--- src/include/rt_dma_pkg.sv ---
// Shared constants, states and carriers of the terminal subsystem transfer block
package rt_dma_pkg;
    localparam int CLK_MHZ          = 100;
    localparam int GRANT_TIMEOUT_US = 10;
    localparam int GRANT_TIMEOUT_CYC = GRANT_TIMEOUT_US * CLK_MHZ;
    localparam int RD_STROBE_CYC    = 3;
    localparam int WORD_CYC         = 3;
    localparam logic [1:0] CAPTURE_PHASE = 2'h1;
    localparam logic [1:0] WSTROBE_PHASE = 2'h1;
    localparam logic [1:0] LAST_PHASE    = 2'h2;
    localparam logic [4:0] SA_MODE_LO    = 5'h00;
    localparam logic [4:0] SA_MODE_HI    = 5'h1F;
    localparam logic [4:0] SA_WRAP       = 5'h1E;
    localparam logic [5:0] CFG_RESET     = 6'h3F;
    localparam logic [5:0] WORDS_ZERO_WC = 6'h20;
    localparam logic [2:0] STARTUP_CYC   = 3'h5;
    localparam int FIFO_DEPTH = 8;
    localparam int DATA_W     = 16;

    typedef enum logic [2:0] {
        ST_IDLE  = 3'h0,
        ST_REQ   = 3'h1,
        ST_RD    = 3'h3,
        ST_WR    = 3'h2,
        ST_BURST = 3'h6,
        ST_CFG   = 3'h7,
        ST_REL   = 3'h5
    } dma_state_e;

    typedef struct packed {
        logic       broadcast;
        logic       transmit;
        logic [4:0] subaddress;
        logic [4:0] word_count;
    } cmd_s;
endpackage : rt_dma_pkg

--- src/rtl/word_fifo.sv ---
// Parameterised valid/ready word FIFO used in the receive data path
`timescale 1ns/1ns
module word_fifo
#(
    parameter int WIDTH = 16,
    parameter int DEPTH = 8
)
(
    input  wire logic             clock,
    input  wire logic             rst_n,
    input  wire logic             flush,
    input  wire logic             in_valid,
    output logic                  in_ready,
    input  wire logic [WIDTH-1:0] in_data,
    output logic                  out_valid,
    input  wire logic             out_ready,
    output logic      [WIDTH-1:0] out_data
);
    localparam int AW = $clog2(DEPTH);
    logic [WIDTH-1:0] mem [DEPTH];
    logic [AW-1:0]    wr_ptr_r;
    logic [AW-1:0]    rd_ptr_r;
    logic [AW:0]      level_r;
    logic             push;
    logic             pop;

    // Honest full and empty from the fill level
    assign in_ready  = (level_r != (AW+1)'(DEPTH));
    assign out_valid = (level_r != '0);
    assign push      = in_valid && in_ready;
    assign pop       = out_valid && out_ready;
    assign out_data  = mem[rd_ptr_r];

    // Storage has no reset; only pointers and level carry state
    always_ff @(posedge clock)
    begin
        if (push)
            mem[wr_ptr_r] <= in_data;
    end

    // Pointer and level bookkeeping
    always_ff @(posedge clock or negedge rst_n)
    begin
        if (!rst_n)
        begin
            wr_ptr_r <= '0;
            rd_ptr_r <= '0;
            level_r  <= '0;
        end
        else if (flush)
        begin
            wr_ptr_r <= '0;
            rd_ptr_r <= '0;
            level_r  <= '0;
        end
        else
        begin
            if (push)
                wr_ptr_r <= (wr_ptr_r == AW'(DEPTH-1)) ? '0 : wr_ptr_r + 1'b1;
            if (pop)
                rd_ptr_r <= (rd_ptr_r == AW'(DEPTH-1)) ? '0 : rd_ptr_r + 1'b1;
            level_r <= level_r + (AW+1)'(push) - (AW+1)'(pop);
        end
    end
endmodule : word_fifo

--- src/rtl/rt_subsystem_dma.sv ---
// Subsystem-side command latch and DMA handshake logic of a simple remote terminal
`timescale 1ns/1ns
// Operation
// - Latch broadcast flag per new command
// - Latch transmit/receive direction per command
// - Latch five-bit subaddress per command
// - Count outputs first show word count field
// - Receive count steps per word moved
// - Burst drain restarts count, three cycles/word
// - Transmit count steps per word read
// - Mode code held until next command
// - Request low asks for data bus
// - Acknowledge low frames every data transfer
// - Strapped auto-config handshake after reset
// - Per-word acknowledge pulses in listed cases
// - Burst acknowledge held, three cycles/word
// - Timeout flag low on missing grant
// - Read strobe low exactly three cycles
// - Capture read data before strobe rises
// - Write strobe low one cycle
// - Six config bits from low data bits
module rt_subsystem_dma
    import rt_dma_pkg::*;
#(
    parameter int WIDTH = DATA_W,
    parameter int DEPTH = FIFO_DEPTH
)
(
    input  wire logic             clock,
    input  wire logic             rst_n,
    input  wire logic             cmd_valid,
    input  wire cmd_s             cmd_in,
    input  wire logic             burst_mode,
    input  wire logic             sa30_autowrap,
    input  wire logic             rx_valid,
    output logic                  rx_ready,
    input  wire logic [WIDTH-1:0] rx_data,
    input  wire logic             rx_msg_done,
    input  wire logic             rx_msg_ok,
    input  wire logic             tx_fetch,
    output logic                  tx_word_valid,
    output logic      [WIDTH-1:0] tx_word,
    input  wire logic             auto_config_n,
    output logic      [5:0]       config_out,
    output logic                  terminal_active_n,
    output logic                  latched_broadcast_flag,
    output logic                  transmit_flag,
    output logic      [4:0]       subaddress,
    output logic      [4:0]       word_count_out,
    output logic                  xfer_request_n,
    input  wire logic             xfer_grant_n,
    output logic                  xfer_acknowledge_n,
    output logic                  handshake_timeout_n,
    output logic                  read_strobe_n,
    output logic                  write_strobe_n,
    input  wire logic [WIDTH-1:0] data_in,
    output logic      [WIDTH-1:0] data_out,
    output logic                  data_oe_n
);
    dma_state_e  state_r;
    cmd_s        cmd_r;
    logic [1:0]  sync1_r, sync2_r, sync3_r, pins_r;
    logic        grant_low;
    logic [1:0]  phase_r;
    logic [9:0]  wait_cnt_r;
    logic        timeout;
    logic [2:0]  startup_r;
    logic        cfg_pending_r, fetch_pending_r, burst_pending_r;
    logic [4:0]  cur_cnt_r;
    logic [5:0]  drained_r;
    logic        mode_cmd, per_word, word_end;
    logic        fifo_valid, fifo_pop, fifo_flush, step, restart;
    logic [WIDTH-1:0] fifo_data;
    dma_state_e  job_nxt;

    // Mode commands use subaddress 0 or 31
    function automatic logic is_mode(input logic [4:0] sa);
        is_mode = (sa == SA_MODE_LO) || (sa == SA_MODE_HI);
    endfunction : is_mode

    assign mode_cmd = is_mode(cmd_r.subaddress);
    // Wrap subaddress without autowrap always moves word by word
    assign per_word = !burst_mode || (cmd_r.subaddress == SA_WRAP && !sa30_autowrap);
    assign word_end = (phase_r == LAST_PHASE);
    assign timeout  = (wait_cnt_r == 10'(GRANT_TIMEOUT_CYC - 1));

    // Three-stage synchroniser; a change counts once stages two and three agree
    always_ff @(posedge clock or negedge rst_n)
    begin
        if (!rst_n)
        begin
            sync1_r <= 2'h3;
            sync2_r <= 2'h3;
            sync3_r <= 2'h3;
            pins_r  <= 2'h3;
        end
        else
        begin
            sync1_r <= {auto_config_n, xfer_grant_n};
            sync2_r <= sync1_r;
            sync3_r <= sync2_r;
            for (int i = 0; i < 2; i++)
                if (sync2_r[i] == sync3_r[i])
                    pins_r[i] <= sync3_r[i];
        end
    end
    assign grant_low = !pins_r[0];

    // Command latch: all fields replaced by each new command word
    always_ff @(posedge clock or negedge rst_n)
    begin
        if (!rst_n)
            cmd_r <= '0;
        else if (cmd_valid)
            cmd_r <= cmd_in;
    end
    assign latched_broadcast_flag = cmd_r.broadcast;
    assign transmit_flag          = cmd_r.transmit;
    assign subaddress             = cmd_r.subaddress;

    // Startup: strap is judged only after the synchroniser has settled
    always_ff @(posedge clock or negedge rst_n)
    begin
        if (!rst_n)
        begin
            startup_r         <= '0;
            cfg_pending_r     <= 1'b0;
            terminal_active_n <= 1'b0;
            config_out        <= CFG_RESET;
        end
        else
        begin
            if (startup_r != STARTUP_CYC)
            begin
                startup_r <= startup_r + 1'b1;
                // Three flops plus agreement: the strap is first trustworthy here
                if (startup_r == STARTUP_CYC - 3'h1)
                begin
                    cfg_pending_r     <= !pins_r[1];
                    terminal_active_n <= pins_r[1];
                end
            end
            if (state_r == ST_CFG && phase_r == CAPTURE_PHASE)
                config_out <= data_in[5:0];
            if (state_r == ST_CFG && word_end)
            begin
                cfg_pending_r     <= 1'b0;
                terminal_active_n <= 1'b1;
            end
        end
    end

    // Work pending; a new request wins over the clear in the same cycle
    always_ff @(posedge clock or negedge rst_n)
    begin
        if (!rst_n)
        begin
            fetch_pending_r <= 1'b0;
            burst_pending_r <= 1'b0;
        end
        else
        begin
            if (tx_fetch && !mode_cmd)
                fetch_pending_r <= 1'b1;
            else if ((state_r == ST_RD && word_end) || (state_r == ST_REQ && timeout))
                fetch_pending_r <= 1'b0;
            if (rx_msg_done && rx_msg_ok && !per_word && !mode_cmd)
                burst_pending_r <= 1'b1;
            else if (cmd_valid || (state_r == ST_BURST && word_end && fifo_pop
                     && drained_r + 6'h1 == (cmd_r.word_count == '0 ? WORDS_ZERO_WC
                     : {1'b0, cmd_r.word_count})) || (state_r == ST_REQ && timeout))
                burst_pending_r <= 1'b0;
        end
    end

    // Next job: configuration, then transmit fetch, then receive delivery
    always_comb
    begin
        job_nxt = ST_IDLE;
        if (cfg_pending_r && startup_r == STARTUP_CYC)
            job_nxt = ST_CFG;
        else if (cfg_pending_r || startup_r != STARTUP_CYC)
            job_nxt = ST_IDLE;
        else if (fetch_pending_r)
            job_nxt = ST_RD;
        else if (fifo_valid && per_word)
            job_nxt = ST_WR;
        else if (fifo_valid && burst_pending_r)
            job_nxt = ST_BURST;
    end

    // Handshake sequencer
    dma_state_e job_r;
    always_ff @(posedge clock or negedge rst_n)
    begin
        if (!rst_n)
        begin
            state_r <= ST_IDLE;
            job_r   <= ST_IDLE;
            phase_r <= '0;
        end
        else
        begin
            unique case (state_r)
                ST_IDLE:
                    if (job_nxt != ST_IDLE)
                    begin
                        job_r   <= job_nxt;
                        state_r <= ST_REQ;
                    end
                ST_REQ:
                    if (grant_low)
                    begin
                        state_r <= job_r;
                        phase_r <= '0;
                    end
                    else if (timeout)
                        state_r <= ST_IDLE;
                ST_RD, ST_CFG, ST_WR:
                    begin
                        phase_r <= word_end ? 2'h0 : phase_r + 2'h1;
                        if (word_end)
                            state_r <= ST_REL;
                    end
                ST_BURST:
                    begin
                        phase_r <= word_end ? 2'h0 : phase_r + 2'h1;
                        if (word_end && !burst_pending_r)
                            state_r <= ST_REL;
                        else if (word_end && fifo_pop && drained_r + 6'h1 ==
                                 (cmd_r.word_count == '0 ? WORDS_ZERO_WC
                                 : {1'b0, cmd_r.word_count}))
                            state_r <= ST_REL;
                    end
                ST_REL:
                    state_r <= ST_IDLE;
                default:
                    state_r <= ST_IDLE;
            endcase
        end
    end

    // Grant wait counter; sized for ten microseconds at the system clock
    always_ff @(posedge clock or negedge rst_n)
    begin
        if (!rst_n)
            wait_cnt_r <= '0;
        else if (state_r == ST_REQ && !timeout)
            wait_cnt_r <= wait_cnt_r + 10'h1;
        else
            wait_cnt_r <= '0;
    end

    // Timeout flag holds until the next command word
    always_ff @(posedge clock or negedge rst_n)
    begin
        if (!rst_n)
            handshake_timeout_n <= 1'b1;
        else if (state_r == ST_REQ && timeout && !grant_low)
            handshake_timeout_n <= 1'b0;
        else if (cmd_valid)
            handshake_timeout_n <= 1'b1;
    end

    // Handshake and strobe pins follow the state directly
    assign xfer_request_n     = (state_r != ST_REQ);
    assign xfer_acknowledge_n = !(state_r == ST_RD || state_r == ST_CFG
                                  || state_r == ST_WR || state_r == ST_BURST);
    assign read_strobe_n      = !(state_r == ST_RD || state_r == ST_CFG);
    assign write_strobe_n     = !((state_r == ST_WR || state_r == ST_BURST)
                                  && phase_r == WSTROBE_PHASE);
    assign data_oe_n          = !(state_r == ST_WR || state_r == ST_BURST);
    assign data_out           = fifo_data;
    // Words leave the FIFO at the end of their three-cycle slot
    assign fifo_pop   = (state_r == ST_WR || state_r == ST_BURST) && word_end;
    assign fifo_flush = cmd_valid && !cmd_in.transmit;

    // Transmit word capture one cycle before the strobe rises
    always_ff @(posedge clock or negedge rst_n)
    begin
        if (!rst_n)
        begin
            tx_word       <= '0;
            tx_word_valid <= 1'b0;
        end
        else
        begin
            tx_word_valid <= (state_r == ST_RD && phase_r == CAPTURE_PHASE);
            if (state_r == ST_RD && phase_r == CAPTURE_PHASE)
                tx_word <= data_in;
        end
    end

    // Count steps: per word read, per word into the FIFO, per word delivered
    assign restart = state_r == ST_BURST && phase_r == '0 && drained_r == '0;
    assign step    = !mode_cmd && ((state_r == ST_REQ && grant_low
                     && (job_r == ST_RD || job_r == ST_WR))
                     || (rx_valid && rx_ready && !per_word && !burst_pending_r)
                     || (state_r == ST_BURST && phase_r == '0));
    always_ff @(posedge clock or negedge rst_n)
    begin
        if (!rst_n)
        begin
            word_count_out <= '0;
            cur_cnt_r      <= '0;
            drained_r      <= '0;
        end
        else if (cmd_valid)
        begin
            word_count_out <= cmd_in.word_count;
            cur_cnt_r      <= '0;
            drained_r      <= '0;
        end
        else
        begin
            if (restart)
            begin
                word_count_out <= '0;
                cur_cnt_r      <= 5'h1;
            end
            else if (step)
            begin
                word_count_out <= cur_cnt_r;
                cur_cnt_r      <= cur_cnt_r + 5'h1;
            end
            if (state_r == ST_BURST && fifo_pop)
                drained_r <= drained_r + 6'h1;
        end
    end

    // Receive buffer; a full FIFO stalls the decoder through rx_ready
    word_fifo #(.WIDTH(WIDTH), .DEPTH(DEPTH)) u_fifo (
        .clock     (clock),
        .rst_n     (rst_n),
        .flush     (fifo_flush),
        .in_valid  (rx_valid),
        .in_ready  (rx_ready),
        .in_data   (rx_data),
        .out_valid (fifo_valid),
        .out_ready (fifo_pop),
        .out_data  (fifo_data)
    );

    // Run length of a low request; a counter avoids a very long delay range
    logic [10:0] req_low_run_r;
    always_ff @(posedge clock or negedge rst_n)
    begin
        if (!rst_n)
            req_low_run_r <= '0;
        else if (!xfer_request_n)
            req_low_run_r <= req_low_run_r + 11'h1;
        else
            req_low_run_r <= '0;
    end
endmodule : rt_subsystem_dma

--- config.mk ---
export PLATFORM = sky130hd
export DESIGN_NAME = rt_subsystem_dma
export DESIGN_NICKNAME = d
export VERILOG_FILES = /design/src/include/rt_dma_pkg.sv /design/src/rtl/word_fifo.sv /design/src/rtl/rt_subsystem_dma.sv
export SDC_FILE = /design/constraint.sdc
export NUM_CORES = 1
export LEC_CHECK = 0
export ABC_AREA = 1
export BUFFER_PORTS_ARGS = -buffer_cell sky130_fd_sc_hd__buf_2
export CAP_MARGIN = 20
export CORE_MARGIN = 2
export CORE_UTILIZATION = 30
export DETAILED_ROUTE_END_ITERATION = 6
export PLACE_DENSITY = 0.58
export SETUP_SLACK_MARGIN = 0.1
export SLEW_MARGIN = 15
export SYNTH_ARGS = -nofsm -noshare
export SYNTH_HDL_FRONTEND = slang
export SYNTH_SLANG_ARGS = --single-unit
--- constraint.sdc ---
create_clock -name clock -period 3.8 [get_ports clock]
set_input_delay 0.19 -clock clock [delete_from_list [all_inputs] [get_ports clock]]
set_output_delay 0.19 -clock clock [all_outputs]
set_load 0.01 [all_outputs]
==> flow_summary_export.csv, run 1 <==
group,metric,value,unit
run_status,outcome,"completed",
setup_path,r2r_cells,12,
setup_path,r2r_slack,1.41,ns
clock_network,post-cts-setup-buffers,0,
hold_path,hold_start,"cmd_valid",
route,vias_per_cell,4.57,
synth,synthSimpleGateAreaFrac,16.5,%
placed_design,hpwl,13700,µm
synth,synth_ff_type,"edfxtp_1",
synth,avgSynthCellArea,10.4,µm²
synth,synth_top_family_by_area,"simple AND/OR/NAND/NOR gates",
global_routing,grt_pass1_wl,35900,µm
setup_path,cp_max_fo,19,
sta,fin_crit_sh,67.9,%
sta,setup_tns,0,ns
power_and_ir_drop,p_leak,0.00498,µW
synth,synth_top_area_share,40.0,%
sta,skew,0.0193,ns
route,drc,0,
global_routing,grt_use_total,13.3,%
hold_path,holdPathEnd,"latched_broadcast_flag",
route,dr.first_iter.drc_count,363,
power_and_ir_drop,peakVddDrop,316,µV
flow_run,maxCapViolations,0,
global_routing,antenna_found_initial,0,
synth,async_flop_share,42.6,%
sta,finalHoldViolations,0,
clock_network,cts_buffers,26,
clock_network,cts_tree,"yes",
sta,clock.fmax,387,MHz
sta,period_minus_slack,2.58,ns
placed_design,gp_congestion,0.808,
layout,regArea,0.00624,mm²
layout,num_antenna_cells,0,
route,drtPass1Iterations,4,
clock_network,cts.sinks,223,
setup_path,worst_r2r_startpoint,"state_r[1]",
global_routing,grt-ovfl-total,0,
clock_network,cts_buffer_depth,3,
hold_path,holdPathStages,4,
global_routing,grt_pass1_vias,6973,
setup_path,cp.required,3.61,ns
route,wl,21800,µm
synth,synth-edff-count,128,
layout,multiInputGateArea,0.00285,mm²
synth,synth_mux_area_share,0,%
sta,rsz0062_at_grt,"false",
synth,synth_xor_area_share,0.730,%
sta,whs,0.141,ns
setup_path,critPathSlowestCell,"inv_1",
clock_network,clk_latency,0.53,ns
floorplan,placementRows,65,
floorplan,core_area,0.0316,mm²
route,drt-wirelength-per-cell,14.5,µm
floorplan,die-area,0.0334,mm²
power_and_ir_drop,total_power,7150,µW
setup_path,startpoint_type,"flip-flop",
route,ant_nets,0,
clock_network,htreeDepth,1,
synth,yosysSeqAreaShare,65.0,%
floorplan,start_util,30.4,%
setup_path,r2r-end,"u_fifo.level_r[1]",
synth,synth.area.top_cells,"edfxtp_1 (40%), dfrtp_1 (21%), nor2_1 (6.1%)",
synth,ys_warn_count,0,
synth,syn_area,0.00960,mm²
synth,netlist_instances,919,
clock_network,cts-root-buf,"clkbuf_16",
floorplan,die_h,183,µm
synth,synth_seq_cells,223,
placed_design,portBuffers,113,
setup_path,worstPathArrival,2.39,ns
layout,syn2layout_area_growth,24.0,%
layout,nets,1160,
setup_path,crit_chain,"inv_1 > buf_4 > o21ai_0 > o22ai_1 > nor2_1 > a31oi_1 > buf_2",
sta,slew_headroom,50.1,%
synth,synth_fp_nets,992,
synth,synth_fa_ha_area_share,2.63,%
global_routing,grt_max_degree,66,
route,route.vias.total,6890,
setup_path,critical_path_class,"flip-flop to primary output",
setup_path,critPathBufInv,3,
floorplan,die_x,183,µm
power_and_ir_drop,power_density,600,mW/mm²
floorplan,num_io_pins,114,
synth,synth_compound_area_share,9.75,%
sta,final_max_slew_viol_count,0,
synth,yosysTopAreaCell,"edfxtp_1",
setup_path,endpoint_kind,"primary output",
layout,fillCellCount,3146,
clock_network,clkTransAtPathRegs,0.06,ns
setup_path,max_stage_delay,0.50,ns
synth,synth_cell_types,50,
setup_path,cp_top_family,"buffers and inverters",
hold_path,hold_class,"primary input to flip-flop",
sta,worst_slew_pin_slew,0.747,ns
layout,drive_gt1_share,18.3,%
sta,finalSetupViolCount,0,
==> final cells by class <==
type	count	area share (%)
clock buffers	42	6.06
clock inverters	6	0.578
inverters	85	2.72
multi-input cells	571	23.9
flip-flops and latches	223	52.4
well taps	402	4.23
repair buffers	180	10.1
==> worst max path at each step <==
stage | startpoint | to | slack (ns) | depth (start not counted)
2_1_floorplan | u_fifo.level_r[2] | u_fifo.mem[0][0] | 1.65 | 7
4_1_cts | u_fifo.rd_ptr_r[1] | data_out[1] | 1.16 | 7
6_report | u_fifo.rd_ptr_r[1] | data_out[1] | 1.22 | 7
5_1_grt | u_fifo.rd_ptr_r[1] | data_out[1] | 1.05 | 7
3_5_place_dp | state_r[1] | u_fifo.level_r[1] | 1.43 | 12
3_3_place_gp | state_r[1] | u_fifo.level_r[1] | 1.52 | 12
==> registers in the layout, summed over array words and instances (netlist names), 2 cells and up <==
| name | flops |
|---|---|
| u_fifo.level_r | 4 |
| word_count_out | 5 |
| wait_cnt_r | 10 |
| state_r | 3 |
| pins_r | 2 |
| subaddress | 5 |
| job_r | 3 |
| phase_r | 2 |
| sync2_r | 2 |
| u_fifo.rd_ptr_r | 3 |
| u_fifo.mem | 128 |
| sync1_r | 2 |
| tx_word | 16 |
| cur_cnt_r | 5 |
| config_out | 6 |
| drained_r | 6 |
| u_fifo.wr_ptr_r | 3 |
| cmd_r | 5 |
| startup_r | 3 |
| sync3_r | 2 |
==> stage by stage <==
stage / utilization (%) / cells / area, µm² / worst slack, ns
after CTS: 37.7 / 1509 / 11900 / 1.16
after floorplan: - / 919 / 9600 / 1.65
after detailed placement: 33.6 / 1411 / 10600 / 1.43
after global routing: 37.7 / 1509 / 11900 / 1.05
after global placement: 33.6 / 1411 / 10600 / 1.52
final: 37.7 / 1509 / 11900 / 1.22
==> Yosys cell counts (2+ instances only) <==
cell type	count
buf_4	6
o22ai_1	16
maj3_1	2
nand3_1	35
ha_1	17
nand2_1	141
dfstp_2	15
a21oi_1	9
o21ai_1	2
a31oi_1	18
a21oi_2	3
nand2_2	4
edfxtp_1	128
inv_1	80
nor2_2	5
xor2_1	7
inv_2	2
nor3_1	9
buf_2	8
nor2_1	155
inv_4	2
o21ai_0	114
clkbuf_1	24
nand4_1	11
nor3b_1	2
dfrtp_1	80
==> report_power, final <==
part           internal (µW)  switching, µW  total (µW)
registers               3030            198        3230
logic                    589           1030        1620
clock network           1360            933        2300
==> worst register-to-register path, cell delays in order, from the launching register on <==
cell	delay, ns
dfrtp_1	0.53
inv_4	0.09
nor2_2	0.15
inv_1	0.08
nor2_1	0.18
nand2_1	0.10
inv_1	0.14
ha_1	0.24
inv_1	0.06
ha_1	0.18
fa_1	0.42
inv_1	0.06
nor2_1	0.04
==> layer usage <==
metal  global-route usage (%)  vias to the layer above  part of all wire, %  routed length, µm
met5                        0                        -                    0                  0
met4                     3.55                        0                  2.0                431
met3                     2.36                       29                  5.0               1080
met2                     23.2                      143                   48              10400
met1                     17.1                     3279                   45               9870
li1                         -                     3439                    -                  -
==> placed cells by master (no fill, tap or decap), types with 2 or more instances in the layout <==
cell type        n
buf_2          112
clkinv_2         3
inv_2            2
clkbuf_1        15
nand4_1         11
nor2_1         155
o22ai_1         16
dfrtp_1         79
a31oi_1         18
nand2_2          4
o21ai_1          2
dfstp_2         15
inv_1           80
dlygate4sd3_1   50
a21oi_1          9
buf_4           18
nand2_1        141
nand3_1         35
o21ai_0        114
nor3b_1          2
a21oi_2          3
nor2_2           5
ha_1            17
xor2_1           7
inv_4            2
clkbuf_16       26
edfxtp_1       128
nor3_1           9
maj3_1           2
==> repair_timing <==
action | in CTS | in global routing
hold buffers | 50 | 0
gates resized for setup | 0 | 0
endpoints found under the hold margin | 212 | 0
==> kinds of logic (layout without fill, tap and decap cells) <==
| family | after synthesis | after routing |
|---|---|---|
| simple gates | 372 | 372 |
| flops | 223 | 223 |
| compound gates | 171 | 171 |
| buf+inv | 125 | 313 |
| fa+ha+maj | 20 | 20 |
| xor+xnor | 8 | 8 |
Power figures use the tool's default switching activity.
==> inputs of run 2 (changes only) <==
--- a/config.mk
+++ b/config.mk
@@ -5,13 +5,13 @@
 export SDC_FILE = /design/constraint.sdc
 export NUM_CORES = 1
 export LEC_CHECK = 0
-export ABC_AREA = 1
+export ABC_AREA = 0
 export BUFFER_PORTS_ARGS = -buffer_cell sky130_fd_sc_hd__buf_2
 export CAP_MARGIN = 20
 export CORE_MARGIN = 2
 export CORE_UTILIZATION = 30
 export DETAILED_ROUTE_END_ITERATION = 6
-export PLACE_DENSITY = 0.58
+export PLACE_DENSITY = 0.59
 export SETUP_SLACK_MARGIN = 0.1
 export SLEW_MARGIN = 15
 export SYNTH_ARGS = -nofsm -noshare
==> constraint.sdc (replaced) <==
create_clock -name clock -period 2.26 [get_ports clock]
set_input_delay 0.113 -clock clock [delete_from_list [all_inputs] [get_ports clock]]
set_output_delay 0.113 -clock clock [all_outputs]
set_load 0.01 [all_outputs]
==> flow_summary_export.csv, run 2 <==
group,metric,value,unit
run_status,outcome,"finished, violations left",
run_status,violations,"setup timing",
layout,layout.cells.non_filler,1226,
clock_network,clkTransAtPathRegs,0.06,ns
setup_path,endpoint_kind,"primary output",
layout,layout_commonest_cell,"edfxtp_1",
hold_path,hold_start,"cmd_valid",
power_and_ir_drop,p_leak,0.00472,µW
synth,synth_ff_type,"edfxtp_1",
global_routing,grt-ovfl-total,0,
sta,final_max_slew_viol_count,0,
placed_design,dp_cells,1121,
power_and_ir_drop,power_density,1050,mW/mm²
setup_path,cp_top_family,"multiplexers",
setup_path,critPathSlowestCell,"dfrtp_2",
sta,finalSetupViolCount,3,
route,route.vias.total,5690,
synth,ys_warn_count,0,
synth,synth_common_cells,"edfxtp_1 (128), dfrtp_1 (80), mux2_2 (45)",
sta,whs,0.105,ns
placed_design,portBuffers,113,
setup_path,worstPathArrival,2.16,ns
floorplan,die_h,181,µm
hold_path,holdPathStages,2,
setup_path,critical_path_class,"flip-flop to primary output",
global_routing,grt_max_degree,44,
synth,synth.area.top_cells,"edfxtp_1 (41%), dfrtp_1 (21%), mux4_2 (7.7%)",
placed_design,dpl_cell_area,0.0106,mm²
floorplan,placementRows,64,
layout,largest_reg_flops,128,
layout,num_antenna_cells,0,
setup_path,r2r_slack,0.18,ns
global_routing,grt_pass1_vias,5974,
synth,synth_top_area_share,41.0,%
synth,async_flop_share,42.6,%
setup_path,worst_r2r_startpoint,"phase_r[1]",
setup_path,cp_max_fo,5,
synth,synth_seq_cells,223,
layout,reg.largest.list,"u_fifo.mem x128, tx_word x16, wait_cnt_r x10",
clock_network,clk_latency,0.51,ns
floorplan,die-area,0.0327,mm²
synth,synth-edff-count,128,
layout,final_area,0.0124,mm²
synth,yosysTopAreaCell,"edfxtp_1",
clock_network,cts_tree,"yes",
setup_path,critPathBufInv,3,
setup_path,r2r_cells,10,
setup_path,startpoint_type,"flip-flop",
floorplan,core_area,0.0307,mm²
layout,layout_common_cells,"edfxtp_1 (128), buf_2 (96), dfrtp_1 (79)",
setup_path,r2r-end,"u_fifo.level_r[3]",
sta,fin_crit_sh,100,%
route,drtPass1Iterations,4,
power_and_ir_drop,peakVddDrop,626,µV
flow_run,maxCapViolations,0,
hold_path,hold_class,"primary input to flip-flop",
sta,skew,0.0116,ns
sta,worst_slew_pin_slew,0.582,ns
route,drc,0,
hold_path,holdPathEnd,"drained_r[4]",
sta,slew_headroom,60.7,%
setup_path,path_common_cell,"buf_6",
global_routing,grt_pass1_wl,32200,µm
sta,finalHoldViolations,0,
setup_path,crit_chain,"buf_6 > buf_16 > mux4_2 > mux2_4 > buf_6",
setup_path,cp.required,2.15,ns
synth,yosysMostFrequentCell,"edfxtp_1",
synth,netlist_instances,615,
layout,syn2layout_area_growth,31.9,%
sta,clock.fmax,441,MHz
synth,synth_fp_nets,688,
setup_path,max_stage_delay,0.48,ns
clock_network,htreeDepth,1,
layout,regMostFlops,"u_fifo.mem",
layout,nets,885,
placed_design,hpwl,12300,µm
global_routing,antenna_found_initial,0,
route,ant_nets,0,
route,dr.first_iter.drc_count,327,
clock_network,cts-root-buf,"clkbuf_16",
sta,setup_ws,-0.00957,ns
synth,syn_area,0.00938,mm²
global_routing,grt_use_total,12.1,%
route,wl,19800,µm
synth,avgSynthCellArea,15.3,µm²
placed_design,gp_congestion,0.814,
route,drt-wirelength-per-cell,16.2,µm
route,vias_per_cell,4.64,
synth,synth_cell_types,61,
floorplan,start_util,30.6,%
clock_network,cts_buffer_depth,3,
floorplan,die_x,181,µm
synth,yosysSeqAreaShare,66.5,%
sta,period_minus_slack,2.27,ns
sta,rsz0062_at_grt,"true",
layout,drive_gt1_share,37.7,%
floorplan,num_io_pins,114,
clock_network,cts.sinks,223,
clock_network,cts_buffers,24,
## run 2: cell count changes in the layout (fill, tap and decap cells not counted), moves of 19 or more
cell     change
nand3_1     -21
mux2_2      +29
buf_6       +19
mux4_2      +32
nor2_1     -118
inv_1       -63
o21ai_0    -101
nand2_1     -99
## run 2: repair_timing
item                                    4_1_cts  5_1_grt
hold buffers                                 50        0
gates cloned                                  1        1
gates resized for setup                      32       31
endpoints found under the setup margin       83       79
pin swaps                                     3        6
hold endpoints to repair                    211        0
setup buffers                                 5        4
## run 2: per-stage QoR
stage                     TNS, ns  setup WS, ns  total power (µW)  utilization (%)
after floorplan            -16.18        -0.318              7360                -
after global placement     -0.832       -0.0431              8470             34.6
after detailed placement    -1.90       -0.0571              8530             34.6
after CTS                   -1.66       -0.0502             12900             39.6
after global routing        -1.21        -0.102             13700             40.3
final                     -0.0112      -0.00957             13000             40.3
## run 2: logic make-up (layout without fill, tap and decap cells)
logic type | after synthesis | count (layout) | synth area share (%)
flops | 223 | 223 | 66.5
simple gates | 155 | 155 | 8.35
mux | 81 | 81 | 13.5
compound gates | 61 | 61 | 4.28
buf+inv | 53 | 268 | 2.47
xor+xnor | 22 | 22 | 2.20
fa+ha+maj | 20 | 20 | 2.69
## run 2: worst max path at each step
stage / start / to / cells after the start
final: u_fifo.rd_ptr_r[0] / data_out[9] / 5
after detailed placement: u_fifo.level_r[3] / u_fifo.mem[1][1] / 6
after global routing: u_fifo.rd_ptr_r[0] / data_out[9] / 5
after CTS: u_fifo.level_r[3] / u_fifo.mem[5][7] / 6
after floorplan: u_fifo.level_r[2] / u_fifo.mem[2][0] / 6
after global placement: u_fifo.level_r[2] / u_fifo.mem[3][1] / 7
## run 2: area by class of cell
class	count	area, µm²
Sequential cell	223	6240
Clock inverter	6	116
Inverter	21	78.8
Tap cell	396	495
Clock buffer	38	693
Fill cell	2803	18300
Timing Repair Buffer	203	1620
Multi-Input combinational cell	339	3130
## run 2: power breakdown
part | switching, µW | internal (µW)
combinational | 1710 | 1890
sequential | 371 | 5060
clock | 1530 | 2450
## run 2: routing by layer
layer / vias up / share of wire (%) / track usage, %
li1: 2688 / - / -
met1: 2825 / 45 / 16.5
met2: 153 / 48 / 20.3
met3: 24 / 5.3 / 2.44
met4: 0 / 1.4 / 1.84
met5: - / 0 / 0
